--- config.mk ---
export PLATFORM = sky130hd
export DESIGN_NAME = axis_enable_control
export DESIGN_NICKNAME = d
export VERILOG_FILES = /design/src/logic/axis_enable_pkg.sv /design/src/logic/axis_ramp_down.sv /design/src/logic/axis_enable_control.sv
export SDC_FILE = /design/constraint.sdc
export NUM_CORES = 1
export LEC_CHECK = 0
export BUFFER_PORTS_ARGS = -buffer_cell sky130_fd_sc_hd__buf_2
export CORE_MARGIN = 2
export CORE_UTILIZATION = 41
export CTS_BUF_LIST = sky130_fd_sc_hd__clkbuf_4 sky130_fd_sc_hd__clkbuf_8
export DETAILED_ROUTE_END_ITERATION = 7
export PLACE_DENSITY_LB_ADDON = 0.2
export SLEW_MARGIN = 20
export SYNTH_ARGS = -nofsm -noshare
export SYNTH_HDL_FRONTEND = slang
export SYNTH_HIERARCHICAL = 1
export SYNTH_SLANG_ARGS = --single-unit
--- constraint.sdc ---
create_clock -name clk_in -period 1.7 [get_ports clk_in]
set_input_delay 0.17 -clock clk_in [delete_from_list [all_inputs] [get_ports clk_in]]
set_output_delay 0.17 -clock clk_in [all_outputs]
set_load 0.005 [all_outputs]
--- src/logic/axis_enable_pkg.sv ---
// Constants and types for the axis enable controller.
// Assumes a single 100 MHz clock domain.
package axis_enable_pkg;
  localparam int unsigned CLK_PERIOD_NS = 10;
  localparam logic [0:0] STOP_EMERGENCY = 1'h0;
  localparam logic [0:0] STOP_IMMEDIATE = 1'h1;
  localparam int unsigned VEL_WIDTH = 16;
  localparam logic [VEL_WIDTH-1:0] VEL_RESET = 16'h0000;
  localparam logic [15:0] FAULT_NONE = 16'h0000;
  localparam logic [15:0] FAULT_DRIVE_LOST = 16'h8001;
  localparam logic [15:0] FAULT_EXTERNAL = 16'h8002;
  localparam logic [15:0] DETAIL_NONE = 16'h0000;
  localparam logic [15:0] DETAIL_READY_DROP = 16'h0001;
  localparam logic [15:0] DETAIL_AXIS_FAULT = 16'h0002;
  typedef enum logic [2:0] {
    ST_OFF,
    ST_WAIT_READY,
    ST_ON,
    ST_RAMP_DOWN,
    ST_FAULTED
  } power_state_e;
endpackage

--- src/logic/axis_ramp_down.sv ---
// Velocity ramp used to bring the axis to rest at emergency deceleration.
// Assumes velocity and deceleration are unsigned magnitudes per clock.
`timescale 1ns/1ps
`default_nettype none
module axis_ramp_down
  import axis_enable_pkg::*;
(
  input wire logic clk_in,
  input wire logic reset_n_in,
  input wire logic load_in,
  input wire logic [VEL_WIDTH-1:0] load_vel_in,
  input wire logic brake_in,
  input wire logic kill_in,
  input wire logic [VEL_WIDTH-1:0] decel_in,
  output logic [VEL_WIDTH-1:0] vel_out
);
  logic [VEL_WIDTH-1:0] next_vel;

  always_comb
  begin
    next_vel = vel_out;
    if (kill_in)
    begin
      next_vel = VEL_RESET;
    end
    else if (brake_in)
    begin
      // Saturate at zero so a big step never wraps
      next_vel = (vel_out > decel_in) ? vel_out - decel_in : VEL_RESET;
    end
    else if (load_in)
    begin
      next_vel = load_vel_in;
    end
  end

  always_ff @(posedge clk_in or negedge reset_n_in)
  begin
    if (!reset_n_in)
    begin
      vel_out <= VEL_RESET;
    end
    else
    begin
      vel_out <= next_vel;
    end
  end
endmodule
`default_nettype wire

--- src/logic/axis_enable_control.sv ---
// Axis enable controller: drive power, enable status, stop handling.
// Assumes user inputs and drive-ready are synchronous to clk_in.
// Functional notes
// RULE1 - Enable low aborts tasks, stops axis
// RULE2 - Enable high starts enable attempt
// RULE3 - Emergency stop ramps down, then disables
// RULE4 - Immediate stop disables, kills pulses now
// RULE5 - Disabled axis runs and accepts no tasks
// RULE6 - Disabled axis reports not homed
// RULE7 - Status stays high until standstill
// RULE8 - Status waits for drive ready
// RULE9 - No ready input: status immediately
// RULE10 - Busy shows enable function active
// RULE11 - Faults raise error with code, detail
// RULE12 - Enable request powers the drive
// RULE13 - Drive ready marks axis enabled
// RULE14 - User sets stop mode before enable
// RULE15 - User stops axis before disabling
// RULE16 - Disable done when busy, status low
// RULE17 - Re-enable allowed after acknowledged fault
// RULE18 - Held enable re-enables after acknowledge
// RULE19 - Tasks never abort this function
// RULE20 - Enabled flag mirrors status output
`timescale 1ns/1ps
`default_nettype none
module axis_enable_control
  import axis_enable_pkg::*;
(
  input wire logic clk_in,
  input wire logic reset_n_in,
  input wire logic enable_request_in,
  input wire logic stop_behaviour_select_in,
  input wire logic ready_configured_in,
  input wire logic drive_ready_in,
  input wire logic axis_fault_in,
  input wire logic fault_acknowledge_task_in,
  input wire logic task_start_in,
  input wire logic homed_event_in,
  input wire logic [VEL_WIDTH-1:0] task_velocity_in,
  input wire logic [VEL_WIDTH-1:0] emergency_decel_in,
  output logic status_out,
  output logic axis_enabled_flag_out,
  output logic busy_out,
  output logic error_out,
  output logic [15:0] fault_code_out,
  output logic [15:0] fault_detail_out,
  output logic drive_enable_out,
  output logic pulse_enable_out,
  output logic task_accept_out,
  output logic task_reject_out,
  output logic homed_out,
  output logic axis_at_rest_flag_out,
  output logic [VEL_WIDTH-1:0] velocity_out
);
  logic rst_meta, rst_n;
  power_state_e state, next_state;
  logic next_status, next_busy, next_error, next_drive, next_pulse;
  logic next_accept, next_reject, next_homed, next_rest;
  logic [15:0] next_code, next_detail;
  logic task_active, next_task_active;
  logic load, brake, kill;
  logic [VEL_WIDTH-1:0] vel;

  // Reset released through two flops; async assert
  always_ff @(posedge clk_in or negedge reset_n_in)
  begin
    if (!reset_n_in)
    begin
      rst_meta <= 1'b0;
      rst_n <= 1'b0;
    end
    else
    begin
      rst_meta <= 1'b1;
      rst_n <= rst_meta;
    end
  end

  axis_ramp_down u_ramp (
    .clk_in(clk_in),
    .reset_n_in(rst_n),
    .load_in(load),
    .load_vel_in(task_velocity_in),
    .brake_in(brake),
    .kill_in(kill),
    .decel_in(emergency_decel_in),
    .vel_out(vel)
  );

  always_comb
  begin
    next_state = state;
    next_status = status_out;
    next_busy = busy_out;
    next_error = error_out;
    next_code = fault_code_out;
    next_detail = fault_detail_out;
    next_drive = drive_enable_out;
    next_accept = 1'b0;
    next_reject = 1'b0;
    next_homed = homed_out;
    next_task_active = task_active;
    load = 1'b0;
    brake = 1'b0;
    kill = 1'b0;
    unique case (state)
      ST_OFF:
      begin
        next_status = 1'b0;
        next_drive = 1'b0;
        next_task_active = 1'b0;
        kill = 1'b1;
        next_busy = enable_request_in;
        if (enable_request_in)
        begin
          next_drive = 1'b1; // RULE12
          if (ready_configured_in)
          begin
            next_state = ST_WAIT_READY; // RULE2
          end
          else
          begin
            next_status = 1'b1; // RULE9
            next_state = ST_ON;
          end
        end
      end
      ST_WAIT_READY:
      begin
        kill = 1'b1;
        if (!enable_request_in)
        begin
          next_drive = 1'b0;
          next_busy = 1'b0;
          next_state = ST_OFF;
        end
        else if (drive_ready_in)
        begin
          next_status = 1'b1; // RULE13
          next_state = ST_ON;
        end
        else
        begin
          next_status = 1'b0; // RULE8
        end
      end
      ST_ON:
      begin
        // Task starts are ignored as abort sources here
        if (task_start_in)
        begin
          next_accept = 1'b1; // RULE19
          next_task_active = 1'b1;
          load = 1'b1;
        end
        if (homed_event_in)
        begin
          next_homed = 1'b1;
        end
        if (!enable_request_in)
        begin
          next_task_active = 1'b0; // RULE1
          if (stop_behaviour_select_in == STOP_IMMEDIATE)
          begin
            kill = 1'b1; // RULE4
            load = 1'b0;
            next_status = 1'b0;
            next_drive = 1'b0;
            next_busy = 1'b0;
            next_homed = 1'b0;
            next_state = ST_OFF;
          end
          else
          begin
            load = 1'b0;
            next_state = ST_RAMP_DOWN; // RULE3
          end
        end
      end
      ST_RAMP_DOWN:
      begin
        brake = 1'b1; // RULE3
        if (vel == VEL_RESET)
        begin
          next_status = 1'b0; // RULE7
          next_drive = 1'b0;
          next_busy = 1'b0; // RULE16
          next_homed = 1'b0;
          next_state = ST_OFF;
        end
      end
      ST_FAULTED:
      begin
        kill = 1'b1;
        next_task_active = 1'b0;
        if (fault_acknowledge_task_in && !axis_fault_in)
        begin
          next_error = 1'b0; // RULE17
          next_code = FAULT_NONE;
          next_detail = DETAIL_NONE;
          next_busy = enable_request_in;
          if (enable_request_in)
          begin
            next_drive = 1'b1; // RULE18
            next_state = ready_configured_in ? ST_WAIT_READY : ST_ON;
            next_status = !ready_configured_in;
          end
          else
          begin
            next_state = ST_OFF;
          end
        end
      end
      default:
      begin
        next_state = ST_OFF;
      end
    endcase
    // Faults win over any other transition except those out of ST_OFF
    if (state != ST_FAULTED && state != ST_OFF
        && (axis_fault_in || (state == ST_ON && ready_configured_in && !drive_ready_in)))
    begin
      next_error = 1'b1; // RULE11
      next_code = axis_fault_in ? FAULT_EXTERNAL : FAULT_DRIVE_LOST;
      next_detail = axis_fault_in ? DETAIL_AXIS_FAULT : DETAIL_READY_DROP;
      next_status = 1'b0;
      next_drive = 1'b0;
      next_homed = 1'b0;
      next_task_active = 1'b0;
      next_accept = 1'b0;
      load = 1'b0;
      kill = 1'b1;
      next_state = ST_FAULTED;
    end
    // Off states refuse tasks; acknowledge is a separate input
    if (task_start_in && state != ST_ON)
    begin
      next_reject = 1'b1; // RULE5
    end
    if (next_state == ST_OFF || next_state == ST_FAULTED || next_state == ST_WAIT_READY)
    begin
      next_homed = 1'b0; // RULE6
    end
    next_pulse = (next_state == ST_ON || next_state == ST_RAMP_DOWN) && !kill; // RULE4
    next_rest = (next_state != ST_ON || !next_task_active) || kill;
  end

  always_ff @(posedge clk_in or negedge rst_n)
  begin
    if (!rst_n)
    begin
      state <= ST_OFF;
      status_out <= 1'b0;
      axis_enabled_flag_out <= 1'b0;
      busy_out <= 1'b0;
      error_out <= 1'b0;
      fault_code_out <= FAULT_NONE;
      fault_detail_out <= DETAIL_NONE;
      drive_enable_out <= 1'b0;
      pulse_enable_out <= 1'b0;
      task_accept_out <= 1'b0;
      task_reject_out <= 1'b0;
      homed_out <= 1'b0;
      axis_at_rest_flag_out <= 1'b1;
      task_active <= 1'b0;
      velocity_out <= VEL_RESET;
    end
    else
    begin
      state <= next_state;
      status_out <= next_status;
      axis_enabled_flag_out <= next_status; // RULE20
      busy_out <= next_busy; // RULE10
      error_out <= next_error;
      fault_code_out <= next_code;
      fault_detail_out <= next_detail;
      drive_enable_out <= next_drive;
      pulse_enable_out <= next_pulse;
      task_accept_out <= next_accept;
      task_reject_out <= next_reject;
      homed_out <= next_homed;
      axis_at_rest_flag_out <= next_rest;
      task_active <= next_task_active;
      velocity_out <= vel;
    end
  end
endmodule
`default_nettype wire

**Yosys cells after proc, flatten, opt, wreduce, memory -nomap -nowiden**

Index checks and enable logic that the tools add are counted.

- $add $sub $neg: 1
- Magnitude comparators: 1
- Equality and inequality tests: 24
- Multiplexer cells: 65
- Reduce and logical (&&, ||, !) cells: 35

Operators with widths:

| operator | count |
|---|---|
| $mux W16 | 8 |
| $mux W1 | 38 |
| $mux W3 | 8 |
| $ne A3 B3 Y1 const B | 6 |
| $gt A16 B16 Y1 | 1 |
| $logic_not A16 Y1 | 1 |
| $sub A16 B16 Y16 | 1 |
| $pmux W1 S5 | 3 |
| $pmux W3 S5 | 1 |
| $reduce_and A7 Y1 | 2 |
| $eq A3 B2 Y1 const B | 4 |
| $ne A3 B2 Y1 const B | 4 |
| $ne A2 B2 Y1 const B | 5 |
| $mux W2 | 4 |
| $logic_and A1 B1 Y1 | 7 |
| $eq A3 B1 Y1 const B | 2 |
| $eq A3 B3 Y1 const B | 2 |
| $logic_not A3 Y1 | 2 |
| $logic_or A1 B1 Y1 | 6 |
| $pmux W1 S2 | 3 |
| $reduce_and A6 Y1 | 1 |
| $reduce_bool A3 Y1 | 2 |
| $reduce_bool A6 Y1 | 1 |
| $logic_not A1 Y1 | 5 |
| other kinds (7) | 9 |

- Register bits after elaboration: 79
- Input bits: 42
- Output and inout port bits: 58
- Logic and storage cells: 143

**Depth between registers and ports, before layout**

Gate-level depths: netlist of the first run.

- Word-level depth: 11
- Mapped depth: 10
- Depth with buffers taken out: 9

**Hierarchy**

Netlist of the first run, hierarchy kept.

Modules (own cells, without submodules):

| module | instances | cells an instance | area an instance (um2) | sequential area each (um2) |
|---|---|---|---|---|
| axis_enable_control | 1 | 162 | 1700.4 | 827.0 |
| axis_ramp_down | 1 | 179 | 1490.2 | 400.4 |

**Worst setup path before layout of the first run**

No wires, ideal clock.

- Path kind: register to register
- Start point: register state[0]
- End point: register u_ramp.vel_out[13]
- Library setup time: 0.092 ns
- Arrival time: 2.288 ns
- Data required time: 1.608 ns
- Slack: -0.680 ns
- Stages on the path, launching flop included: 10
- Buffers on the path: 2
- Clock period less this slack: 2.380 ns
- Cell sequence: dfrtp_1 > or2_2 > clkbuf_1 > o21ai_2 > and3_1 > and2_1 > nor3b_1 > clkbuf_1 > a22oi_1 > o31ai_2

- Word-level cells in the longest chain between the ends: 7
- Elaborated cells on any way between the ends: 21
- Classes of those cells: eq/ne (5); mux (7); reduce/logical (9)

RTL lines:

| what | line | source |
|---|---|---|
| from (decl) | axis_enable_control.sv:56 | `power_state_e state, next_state;` |
| from (signal assigned) | axis_enable_control.sv:270 | `state <= next_state;` |
| $eq A3 B2 Y1 | axis_enable_control.sv:106, axis_enable_control.sv:221 |  |
| $logic_and A1 B1 Y1 (2 in a row) | axis_enable_control.sv:221 | `&& (axis_fault_in \|\| (state == ST_ON && ready_configured_in && !drive_ready_in)))` |
| $logic_or A1 B1 Y1 | axis_enable_control.sv:221 |  |
| $logic_and A1 B1 Y1 | axis_enable_control.sv:221 |  |
| $mux W1 * | axis_enable_control.sv:220 | `if (state != ST_FAULTED && state != ST_OFF` |
| net load | axis_enable_control.sv:61 | `logic load, brake, kill;` |
| $reduce_bool A3 Y1 (no source line) * | - |  |
| to (signal assigned) | axis_ramp_down.sv:45 | `vel_out <= next_vel;` |
| to (decl) | axis_ramp_down.sv:15 | `output logic [VEL_WIDTH-1:0] vel_out` |

The timed path passes the listed nets; every way through them passes the cells marked *.
A chain may end at the register's enable or synchronous reset.

**Worst setup path in the final report of the first run**

- Start point: register state[0]
- End point: register u_ramp.vel_out[14]

Same word-level chain as after synthesis.

==> out/results.txt, run 1 <==
Counting distinct cell types in the post-synthesis netlist gives 66. The worst setup path is launched from a flop. Synthesis handed over a netlist of 341 instances. In this run the worst hold path is classified as in -> reg.

The worst register-to-register path begins at state[0]. The main flop type after synthesis was sky130_fd_sc_hd__dfrtp_1. The final-layout setup total negative slack came out at -6142 ps. The run gives 476.3 MHz as the fmax.

TritonCTS built the clock tree. Combinational logic is responsible for 44.7% of the overall power. The analysis attributes to net switching a power of 1.419 mW. The worst-case vdd ir drop came out at 0.0004773 V. The worst flop-to-flop path endpoint is u_ramp/vel_out[14].

The most repeated cell in the gate-level netlist after synthesis is sky130_fd_sc_hd__dfrtp_1. The run finished, with violations left. For this block, the routed nets add up to 9254 um of wire. The tools report the portion of total power attributed to sequential cells as 33.8%. The startpoint identified for the worst hold timing path is task_velocity_in[0]. Measured along the x axis, the die boundary spans 92.22 um. The floorplan step defined a core boundary enclosing 7647 um2.

The async set-or-reset flop fraction in the synthesized netlist came out at 100.0%. The logs give 21.72% for the total global routing track utilization and 49 for the total number of clock tree sinks. The required time of the critical path is 1880 ps. The overall overflow remaining after global route is 0, and the hold-critical path depth is 3.

The number of storage elements in the synthesis netlist came out at 49. The final net count came out at 566. Setup repair after global routing could not meet its margin everywhere. Yosys mapped a number of flops with a built-in enable equal to 0. In the routed design, unresolved DRC markers number 0.

The commonest cells after synthesis are sky130_fd_sc_hd__dfrtp_1, sky130_fd_sc_hd__buf_4, sky130_fd_sc_hd__a21oi_1, sky130_fd_sc_hd__inv_1, sky130_fd_sc_hd__o21ai_1. The top cell type by area accounts for 37.65% of the synthesized area. Yosys printed 6 warnings.

Pin placement for this block handled 100 I/O pins. During placement, the flow inserted port buffers numbering 72. The detail route stage leaves a number of antenna-violating nets equal to 0.

The starting DRC count in detailed routing is 95, and the vias per cell is 5.082. The switching part of the total power works out to 34.70%. The completed layout was analyzed and its total power is 4.089 mW. The layout has 652 filler cells. The total power density per cell area was 848.0 nW/um2; the final clock period utilization by the worst path was 123.5%.

The logs give 0.9292 for the final weighted congestion of routability-driven global placement and 6834 um for the HPWL after detailed placement. The kind of critical path is reg -> reg. The clock latency on the worst-skew pair came out at 300 ps. The combined area of the multi-input logic cells was 2004 um2; the transition time of the tightest slew-check pin was 501.1 ps. The run gives 3018 as the number of global-route vias before repair. Summing over every cut layer, the via total after detailed routing is 3100. After detailed placement, the design holds a cell count of 585.

The first global-routing pass estimated 14600 um of wire. In the post-synthesis netlist, the biggest area contributors are sky130_fd_sc_hd__dfrtp_1, sky130_fd_sc_hd__buf_4, sky130_fd_sc_hd__ha_1. Setup slack on the worst reg-to-reg path comes out at -400 ps. Of all cell types, the one taking the most synthesized area is sky130_fd_sc_hd__dfrtp_1.

The cell depth of the worst flop-to-flop path came out at 9. The tightest hold path in the finished design has a slack of 95.59 ps. The clock slew seen by the registers of the worst setup and hold paths came out at 90 ps.

The initial antenna violation count came out at 0. Data arrives at the worst endpoint at 2280 ps. Register area: 1230 um2.

The post-synthesis average cell area is 9.356 um2, and the worst slack after detailed placement is -536.4 ps. The clock passes through at most 2 buffers. Along the worst path, the maximum fanout reaches 16. Max-cap violations in this run came to 0. The analysis attributes to cell leakage a power of 2.462 nW. For this configuration, the core starts out at a cell density of 41.72%. The number of pins with negative max-slew slack in the final report is 0, and the post-route worst setup slack is -399.5 ps. The final reports fail on negative setup slack.

The tools report the clock network fraction of design power as 21.6%. The synthesized netlist occupies a cell area of 3191 um2. Of the cells placed in the final design, the portion with a size suffix greater than 1 is 50.20%.

Clock tree synthesis inserted a total of 5 buffers. For the post-layout instance count excluding filler cells, the log shows 610. On the final layout, the worst clock skew is 8.684 ps. The tools report the maximum level of the CTS H-tree as 2.

The routed design could run at a clock period as short as 2100 ps. The final-report setup violation count is 23. The synthesis-to-layout area growth came out at 51.14%.

For this run, the register share of the synthesized area comes to 38.47%. The tools report the final hold violation count as 0. The repair_antennas step left the layout with diodes totalling 0. The vertical die dimension was 92.22 um; the die area was 8504 um2. The total internal power came out at 2.670 mW. The worst hold path terminates at u_ramp/vel_out[0]. The worst setup path is captured at a flop. In the final routed layout, each cell accounts on average for 15.17 um. In this run the clock root is driven by a sky130_fd_sc_hd__clkbuf_8. Row generation in the floorplan step produced 32 rows. For the number of optimization iterations in the first detailed-route pass, the log shows 4. Entering global routing, the biggest net connects 27 pins.

In this run the tightest slew margin relative to its limit is 66.59%.
==> flip-flops by register name, indices dropped and copies added (netlist names), 2 cells and up <==
name,cells
velocity_out,16
state,3
fault_code_out,2
u_ramp/vel_out,16
==> worst max-delay path by stage <==
stage | from | endpoint | slack (ps) | depth (start not counted)
finish | state[0] | u_ramp/vel_out[14] | -400 | 9
global route | u_ramp/vel_out[11] | u_ramp/vel_out[12] | -480 | 9
CTS | u_ramp/vel_out[0] | u_ramp/vel_out[10] | -410 | 11
detailed placement | u_ramp/vel_out[0] | u_ramp/vel_out[14] | -540 | 10
global placement | u_ramp/vel_out[0] | u_ramp/vel_out[13] | -470 | 10
floorplan | u_ramp/vel_out[0] | u_ramp/vel_out[10] | -320 | 10
==> worst max-delay path: stages, from the launching register on <==
cell and delay [ps]:
sky130_fd_sc_hd__dfrtp_1 400, sky130_fd_sc_hd__buf_4 140, sky130_fd_sc_hd__nor4b_4 350, sky130_fd_sc_hd__o21ai_4 90
sky130_fd_sc_hd__and3_4 180, sky130_fd_sc_hd__and2_4 150, sky130_fd_sc_hd__nor3b_4 150, sky130_fd_sc_hd__buf_12 160
sky130_fd_sc_hd__a22oi_1 250, sky130_fd_sc_hd__o31ai_2 110
==> cell type report <==
cell class	count	share of cell area, %
Tap cell	102	2.647
Clock inverter	2	0.7784
Sequential cell	49	25.51
Multi-Input combinational cell	249	41.57
Timing Repair Buffer	175	25.69
Clock buffer	6	1.713
Inverter	27	2.102
==> layout by cell type, fill, tap and decap left out, types with 6 or more instances in the layout <==
| cell | instances |
|---|---|
| sky130_fd_sc_hd__a21oi_1 | 18 |
| sky130_fd_sc_hd__a21oi_2 | 7 |
| sky130_fd_sc_hd__a22oi_1 | 12 |
| sky130_fd_sc_hd__buf_2 | 72 |
| sky130_fd_sc_hd__buf_4 | 84 |
| sky130_fd_sc_hd__buf_6 | 14 |
| sky130_fd_sc_hd__clkbuf_8 | 6 |
| sky130_fd_sc_hd__conb_1 | 28 |
| sky130_fd_sc_hd__dfrtp_1 | 46 |
| sky130_fd_sc_hd__ha_1 | 11 |
| sky130_fd_sc_hd__inv_1 | 26 |
| sky130_fd_sc_hd__nand2_1 | 17 |
| sky130_fd_sc_hd__nand2b_1 | 7 |
| sky130_fd_sc_hd__nor2_1 | 12 |
| sky130_fd_sc_hd__o21ai_1 | 10 |
| sky130_fd_sc_hd__o21ai_2 | 10 |
| sky130_fd_sc_hd__xnor2_1 | 6 |
==> through the flow <==
step	area [um2]	util, %
floorplan	3381	-
global placement	4230	55.32
detailed placement	4230	55.32
CTS	4673	61.11
global route	4822	63.06
finish	4822	63.06
==> cell families (layout without fill, tap and decap cells) <==
family                   after synthesis  count (layout)  synth area share [%]
buffers and inverters                 69             210                 12.51
flip-flops                            49              49                 38.47
AND/OR/NAND/NOR                       87              87                 16.78
AO/OA/AOI/OAI                        107             107                 22.35
adder cells (fa/ha/maj)               17              17                 6.902
other                                  2              28                0.2354
XOR/XNOR                              10              10                 2.745
==> power by group through the flow <==
| stage | clock, mW | combinational (mW) | sequential, mW |
|---|---|---|---|
| 6_report | 0.882 | 1.83 | 1.38 |
| 5_1_grt | 0.949 | 1.99 | 1.40 |
| 4_1_cts | 0.901 | 1.71 | 1.38 |
| 3_5_place_dp | 0 | 1.55 | 1.41 |
| 3_3_place_gp | 0 | 1.55 | 1.40 |
| 2_1_floorplan | 0 | 0.981 | 1.39 |
==> per-layer routing <==
metal / routed length [um] / global-route usage (%) / vias to the layer above
met5: 0 / 0 / -
met3: 369 / 3.040 / 6
li1: - / - / 1497
met2: 4787 / 38.36 / 81
met1: 3987 / 27.73 / 1516
met4: 108 / 6.095 / 0
==> repair_timing <==
action                     4_1_cts  5_1_grt
hold endpoints to repair         2        0
gates cloned                     0        0
setup endpoints to repair       24       24
buffers inserted                13        3
hold buffers                     1        0
gates resized for setup         39       26
pin swaps                       30       12
Note: power is estimated with default switching activity, not from simulation.
==> run 2: changes to the inputs <==
--- a/config.mk
+++ b/config.mk
@@ -8,9 +8,9 @@
 export BUFFER_PORTS_ARGS = -buffer_cell sky130_fd_sc_hd__buf_2
 export CORE_MARGIN = 2
 export CORE_UTILIZATION = 41
-export CTS_BUF_LIST = sky130_fd_sc_hd__clkbuf_4 sky130_fd_sc_hd__clkbuf_8
 export DETAILED_ROUTE_END_ITERATION = 7
 export PLACE_DENSITY_LB_ADDON = 0.2
+export SKIP_LAST_GASP = 1
 export SLEW_MARGIN = 20
 export SYNTH_ARGS = -nofsm -noshare
 export SYNTH_HDL_FRONTEND = slang
==> run 2 against run 1 <==
- the run still ends with negative setup slack left
- flip-flop and latch count unchanged
- die area unchanged
- clock power about the same
- critical endpoint is now u_ramp/vel_out[12]
- via count down 0.13%
- first-iteration DRC count up 1.1%
- critical path depth unchanged
- sequential share of layout area up 0.060 points
- setup slack worse by 4.1 ps
- global-route usage unchanged
==> out/results.txt, run 2 (same netlist as run 1, synthesis figures left out) <==
The flow ran to the end, but the final reports show violations. The checks that failed: negative setup slack. The tools report the critical path startpoint category as a flop. For the largest net degree at the start of global routing, the log shows 27 (unchanged). The maximum fanout encountered on the critical timing path is 5 (-11).

The total power density per cell area came out at 848.4 nW/um2 (about the same). The first-pass GRT wire length was 14600 um (unchanged); the share of cells above drive strength 1 was 49.61% (-0.59 points). Worst setup slack for register-to-register paths: -400 ps (about the same).

The die outline width is 92.22 um (unchanged). TritonCTS built the clock tree. The post-route antenna net violation count is 0 (unchanged). The number of optimization iterations in the first detailed-route pass is 4 (unchanged), and the met1 routing resource usage after global routing is 27.73% (unchanged). Setup repair after global routing could not meet its margin everywhere. The run gives 2300 ps (+20 ps) as the critical path data arrival time. Area of the core: 7647 um2 (unchanged).

In this run the critical register-to-register path is captured at u_ramp/vel_out[12]. The vertical die dimension was 92.22 um (unchanged). The overall overflow remaining after global route was 0 (unchanged). The clock latency on the worst-skew pair was 310 ps (about the same).

In the layout the commonest cells are sky130_fd_sc_hd__buf_4, sky130_fd_sc_hd__buf_2, sky130_fd_sc_hd__dfrtp_1. The total via count after detailed routing is 3096 (-0.13%), and the synthesis-to-layout area growth is 50.78%. The routed wire length was 9221 um (-0.36%). In the final layout, the registers with the most flip-flops are u_ramp/vel_out x16, velocity_out x16, state x3. The total number of clock tree sinks was 49 (unchanged); the final weighted congestion of routability-driven global placement was 0.9292 (unchanged).

CTS placed an instance of sky130_fd_sc_hd__clkbuf_8 at the clock tree root. The logs give 96 (+1.1%) for the starting DRC count in detailed routing and 21.72% (unchanged) for the total global routing track utilization. The maximum clock path buffer count was 2 (unchanged).

The final clock period utilization by the worst path was 123.7% (+0.24 points). The tools report the end point of the worst hold path as u_ramp/vel_out[0]. The minimum period implied by the final worst setup slack came out at 2104 ps (+4.126 ps).

The transition time of the tightest slew-check pin came out at 505.5 ps (+4.386 ps). Global-route met2 utilization: 38.36% (unchanged). The remaining max-slew budget at the tightest pin is 66.30% (-0.29 points).

The clock slew seen by the registers of the worst setup and hold paths works out to 90 ps (about the same). For the final hold violation count, the log shows 0 (unchanged). For the max-capacitance violation count, the log shows 0 (unchanged). The number of buffers inserted by port buffering was 72 (unchanged). The number of global-route vias before repair was 3018 (unchanged); the placement row count was 32 (unchanged). The number of remaining DRC errors came out at 0 (unchanged). The utilization after layout came out at 62.91% (-0.15 points). The fmax was 475.4 MHz (-0.20%); the initial antenna violation count was 0 (unchanged). The tools report the number of buffers created by CTS as 5 (unchanged). Layer with the highest usage after global routing: met2. The leakage power figure is 2.460 nW (about the same), and the register area is 1230 um2 (unchanged). The combined area of the multi-input logic cells is 1993 um2 (-0.56%). Post-route worst setup slack: -403.6 ps (-4.126 ps).

The starting utilization of the core area came out at 41.72% (unchanged). The number of pins with negative max-slew slack in the final report is 0 (unchanged). In this run the worst hold path is classified as in -> reg. The required time of the critical path was 1900 ps (+20 ps).

The logs give 8.416 ps (-0.2679 ps) for the worst-case clock skew and 566 (unchanged) for the final net count. The global-route track usage on met3 came out at 3.040% (unchanged). For the final-report setup violation count, the log shows 23 (unchanged).

The cell depth of the worst flop-to-flop path works out to 9 (unchanged). The worst setup path is of the reg -> reg kind. The vias per cell works out to 5.075 (-0.13%). The tools report the worst hold path startpoint as task_velocity_in[0].

The tools report the beginning of the worst register-to-register path as u_ramp/vel_out[11]. The worst-case vdd ir drop came out at 0.0004769 V (about the same). The die area was 8504 um2 (unchanged); the average wire per cell in the routed design was 15.12 um (-0.36%).

The tools report the maximum level of the CTS H-tree as 2 (unchanged). The tools report the fill cell instance count of the final layout as 658 (+0.92%). The HPWL after detailed placement was 6834 um (unchanged).

The top-level I/O count came out at 100 (unchanged). The antenna cell count was 0 (unchanged); the worst hold slack was 91.17 ps (-4.421 ps). Hold-critical path depth: 3 (unchanged). The library cell used most frequently in the layout, excluding fill and tap cells, is sky130_fd_sc_hd__buf_4. Type of destination of the critical path: a flop.
[run 2: cell types whose count changed in the layout (fill, tap and decap cells not counted)]
cell,change
sky130_fd_sc_hd__a22oi_1,+1
sky130_fd_sc_hd__a22oi_2,-1
sky130_fd_sc_hd__nor2_1,+1
sky130_fd_sc_hd__nor2_2,-1
sky130_fd_sc_hd__o21ai_1,+1
sky130_fd_sc_hd__o21ai_2,-1
[run 2: worst max-delay path by stage]
| stage | from | to | slack, ps | cells past startpoint |
|---|---|---|---|---|
| global route | u_ramp/vel_out[11] | u_ramp/vel_out[12] | -480 | 9 |
| floorplan | u_ramp/vel_out[0] | u_ramp/vel_out[10] | -320 | 10 |
| detailed placement | u_ramp/vel_out[0] | u_ramp/vel_out[14] | -540 | 10 |
| finish | u_ramp/vel_out[11] | u_ramp/vel_out[12] | -400 | 9 |
| CTS | u_ramp/vel_out[0] | u_ramp/vel_out[10] | -410 | 11 |
| global placement | u_ramp/vel_out[0] | u_ramp/vel_out[13] | -470 | 10 |
[run 2: worst max-delay path, stage by stage (launching register included)]
cell and delay, ps:
sky130_fd_sc_hd__dfrtp_1 420, sky130_fd_sc_hd__ha_1 320, sky130_fd_sc_hd__nand3_2 110, sky130_fd_sc_hd__or2_4 280, sky130_fd_sc_hd__nor4_2 330, sky130_fd_sc_hd__nor3b_1 110
sky130_fd_sc_hd__o21ai_2 100, sky130_fd_sc_hd__buf_6 170, sky130_fd_sc_hd__buf_12 120, sky130_fd_sc_hd__o21ai_2 50
[run 2: through the flow]
| stage | instances | area, um2 | setup slack, ps | setup TNS, ps | power [mW] |
|---|---|---|---|---|---|
| 3_5_place_dp | 585 | 4230 | -536.4 | -8865 | 2.957 |
| 5_1_grt | 610 | 4811 | -475.1 | -8137 | 4.329 |
| 4_1_cts | 607 | 4673 | -407.6 | -6451 | 3.995 |
| 3_3_place_gp | 585 | 4230 | -469.9 | -8400 | 2.951 |
| 2_1_floorplan | 367 | 3381 | -316.9 | -4713 | 2.369 |
| 6_report | 610 | 4811 | -403.6 | -6452 | 4.082 |
[run 2: where the power goes]
part | leakage [nW] | switching, mW | internal [mW]
Clock | 0.0574 | 0.405 | 0.479
Sequential | 0.658 | 0.0960 | 1.29
Combinational | 1.74 | 0.913 | 0.903
[run 2: final cells by class]
type	instances	share of cell area (%)
Inverter	27	2.107
Clock inverter	2	0.7802
Sequential cell	49	25.57
Timing Repair Buffer	175	25.75
Tap cell	102	2.653
Multi-Input combinational cell	249	41.43
Clock buffer	6	1.717
[run 2: what timing repair did]
item                                   CTS  global route
endpoints found under the hold margin    2             0
pin swaps                               30            12
gates resized for setup                 39            23
buffers inserted                        13             3
hold buffers                             1             0
setup endpoints to repair               24            24
[run 2: routing by layer]
layer | up-vias | part of all wire, %
li1 | 1496 | -
met1 | 1496 | 42
met2 | 97 | 51
met3 | 7 | 5.0
met4 | 0 | 1.3
met5 | - | 0
==> run 3: changes to the inputs <==
--- a/config.mk
+++ b/config.mk
@@ -5,7 +5,7 @@
 export SDC_FILE = /design/constraint.sdc
 export NUM_CORES = 1
 export LEC_CHECK = 0
-export BUFFER_PORTS_ARGS = -buffer_cell sky130_fd_sc_hd__buf_2
+export BUFFER_PORTS_ARGS = -buffer_cell sky130_fd_sc_hd__clkbuf_2
 export CORE_MARGIN = 2
 export CORE_UTILIZATION = 41
 export DETAILED_ROUTE_END_ITERATION = 7
==> run 3 against run 2 <==
- global-route usage fell by 0.31 points
- flip-flop and latch count stayed put
- fmax up 1.1%
- non-clock buffer count increased by 6
- sequential power about the same
- clock power down 22%
- sequential share of layout area down 0.70 points
- critical path type unchanged
- total power grew 0.71%
- register-to-register slack better by 20 ps
- via count shrank 0.42%
- setup slack gained 24 ps
- routed wire length is 0.34% higher
- the run still ends with negative setup slack left
==> out/results.txt, run 3 (same netlist as run 1, synthesis figures left out) <==
For the number of pins with negative max-slew slack in the final report, the log shows 0 (unchanged). The logs give 2 (unchanged) for the maximum clock path buffer count and 23 (unchanged) for the final-report setup violation count. The critical path data arrival time is 2270 ps (-30 ps), and the number of buffers inserted by port buffering is 72 (unchanged). The number of instances in the placed design is 587 (+0.34%), and the utilization after layout is 64.69% (+1.8 points).

The clock slew seen by the registers of the worst setup and hold paths is 100 ps (about the same). The worst slack after detailed placement was -510.0 ps (+26.44 ps); the die outline width was 92.22 um (unchanged). The worst hold path begins at task_velocity_in[1].

The logs give 4947 um2 (+2.8%) for the cell area after layout and 310 ps (about the same) for the clock latency on the worst-skew pair. The tools report the overall overflow remaining after global route as 0 (unchanged). The worst-case vdd ir drop was 0.0003744 V (-21%); the worst hold slack was 109.8 ps (+18.66 ps). The final reports fail on negative setup slack.

The tools report the first-pass GRT wire length as 14590 um (about the same). The total number of clock tree sinks is 49 (unchanged). The starting utilization of the core area was 41.72% (unchanged). The vertical die dimension was 92.22 um (unchanged). The post-route antenna net violation count is 0 (unchanged), and the average wire per cell in the routed design is 15.02 um (-0.64%).

The post-layout instance count excluding filler cells came out at 616 (+0.98%). The flow ran to the end, but the final reports show violations. The startpoint identified for the worst register-to-register timing path is state[0]. The antenna cell count is 0 (unchanged), and the maximum fanout encountered on the critical timing path is 8 (+3). The starting DRC count in detailed routing is 102 (+6.3%), and the number of remaining DRC errors is 0 (unchanged). The final weighted congestion of routability-driven global placement is 0.8929 (-3.9%), and the fmax is 480.8 MHz (+1.1%). Largest net degree at the start of global routing: 32 (+19%). The routed wire length was 9252 um (+0.34%); the placed standard-cell area was 4245 um2 (+0.35%). STA classifies the critical path endpoint as a flop. The vias per cell came out at 5.005 (-1.4%). In the final layout, the registers with the most flip-flops are u_ramp/vel_out x16, velocity_out x16, state x3. The run gives 8.817 ps (+0.4007 ps) as the worst-case clock skew.

The HPWL after detailed placement is 6803 um (-0.46%). The max-capacitance violation count was 0 (unchanged). STA classifies the critical path startpoint as a flop. The post-route worst setup slack was -380.0 ps (+23.70 ps).

The required time of the critical path was 1890 ps (about the same); the fill cell instance count of the final layout was 658 (unchanged). For the placement row count, the log shows 32 (unchanged). The met1 routing resource usage after global routing was 27.78% (+0.052 points); the global-route track usage on met3 was 2.629% (-0.41 points). The final net count is 572 (+1.1%). The run gives 0 (unchanged) as the initial antenna violation count.

The final hold violation count was 0 (unchanged); the worst setup slack for register-to-register paths was -380 ps (+20 ps). The top-level I/O count was 100 (unchanged). The number of optimization iterations in the first detailed-route pass is 4 (unchanged). Leaving out fill and tap cells, the most frequent cell in the layout is sky130_fd_sc_hd__buf_4. The run gives -6547 ps (-94.44 ps) as the final-layout setup total negative slack.

Compared with the post-synthesis result, the final layout area differs by 55.06%. The top cell types in the final layout, fill and taps aside, are sky130_fd_sc_hd__buf_4, sky130_fd_sc_hd__clkbuf_2, sky130_fd_sc_hd__dfrtp_1. The total power density per cell area is 830.9 nW/um2 (-2.1%).

After global routing, the most crowded layer is met2. The run gives 2.479 nW (+0.77%) as the leakage power figure. The power after layout came out at 4.111 mW (+0.71%).

The minimum period implied by the final worst setup slack came out at 2080 ps (-23.70 ps). Setup repair after global routing could not meet its margin everywhere. For the global-route met2 utilization, the log shows 37.07% (-1.3 points). The most critical setup path has its startpoint at state[0]. The tools report the total via count after detailed routing as 3083 (-0.42%). TritonCTS built the clock tree. The area of the core is 7647 um2 (unchanged). The kind of critical path was reg -> reg. The worst hold path belongs to the class in -> reg. The tree is rooted in a sky130_fd_sc_hd__clkbuf_8. The number of global-route vias before repair was 3011 (-0.23%); the die area was 8504 um2 (unchanged). The total global routing track utilization was 21.40% (-0.31 points). The share of cells above drive strength 1 works out to 52.53% (+2.9 points). The maximum level of the CTS H-tree is 2 (unchanged), and the final clock period utilization by the worst path is 122.4% (-1.4 points).

Number of buffers created by CTS: 5 (unchanged).
[run 3: what timing repair did]
action,4_1_cts,5_1_grt
resized for setup,23,58
setup buffers,13,7
pin swaps,25,28
hold buffers,1,0
endpoints found under the setup margin,24,24
hold endpoints to repair,2,0
gates cloned,0,1
[run 3: report_power, final]
group          internal [mW]  switching (mW)
combinational           1.05           0.994
sequential              1.29          0.0996
clock                  0.285           0.401
[run 3: critical path, stage by stage (launching register included)]
cell and delay [ps]:
sky130_fd_sc_hd__dfrtp_1 410, sky130_fd_sc_hd__buf_6 130, sky130_fd_sc_hd__nor4b_4 380, sky130_fd_sc_hd__o21ai_4 100, sky130_fd_sc_hd__and3_4 180, sky130_fd_sc_hd__and2_4 160
sky130_fd_sc_hd__nor3b_4 170, sky130_fd_sc_hd__clkbuf_16 180, sky130_fd_sc_hd__a22oi_2 180, sky130_fd_sc_hd__o31ai_2 80
[run 3: final timing paths]
kind	end	cells past startpoint
max in group asynchronous	axis_at_rest_flag_out	1
hold reg to reg	velocity_out[3]	0
hold / removal	u_ramp/vel_out[1]	3
setup / recovery	u_ramp/vel_out[13]	9
setup reg to reg	u_ramp/vel_out[13]	9
min in group asynchronous	rst_n	2
[run 3: cell type report]
cell class | count | area (um2) | share of cell area, %
clock buffer | 5 | 68.82 | 1.391
clock inverter | 3 | 17.52 | 0.3541
inverter | 27 | 101.3 | 2.049
multi-input combinational | 249 | 2102 | 42.49
sequential | 49 | 1230 | 24.86
tap | 102 | 127.6 | 2.580
timing repair buffer | 181 | 1300 | 26.28
[run 3: routing by layer]
metal  vias to the layer above  part of all wire [%]  routed length, um
met4                         0                   1.5                143
met3                        10                   4.2                390
met2                        86                    51               4741
li1                       1510                     -                  -
met5                         -                     0                  0
met1                      1477                    43               3976
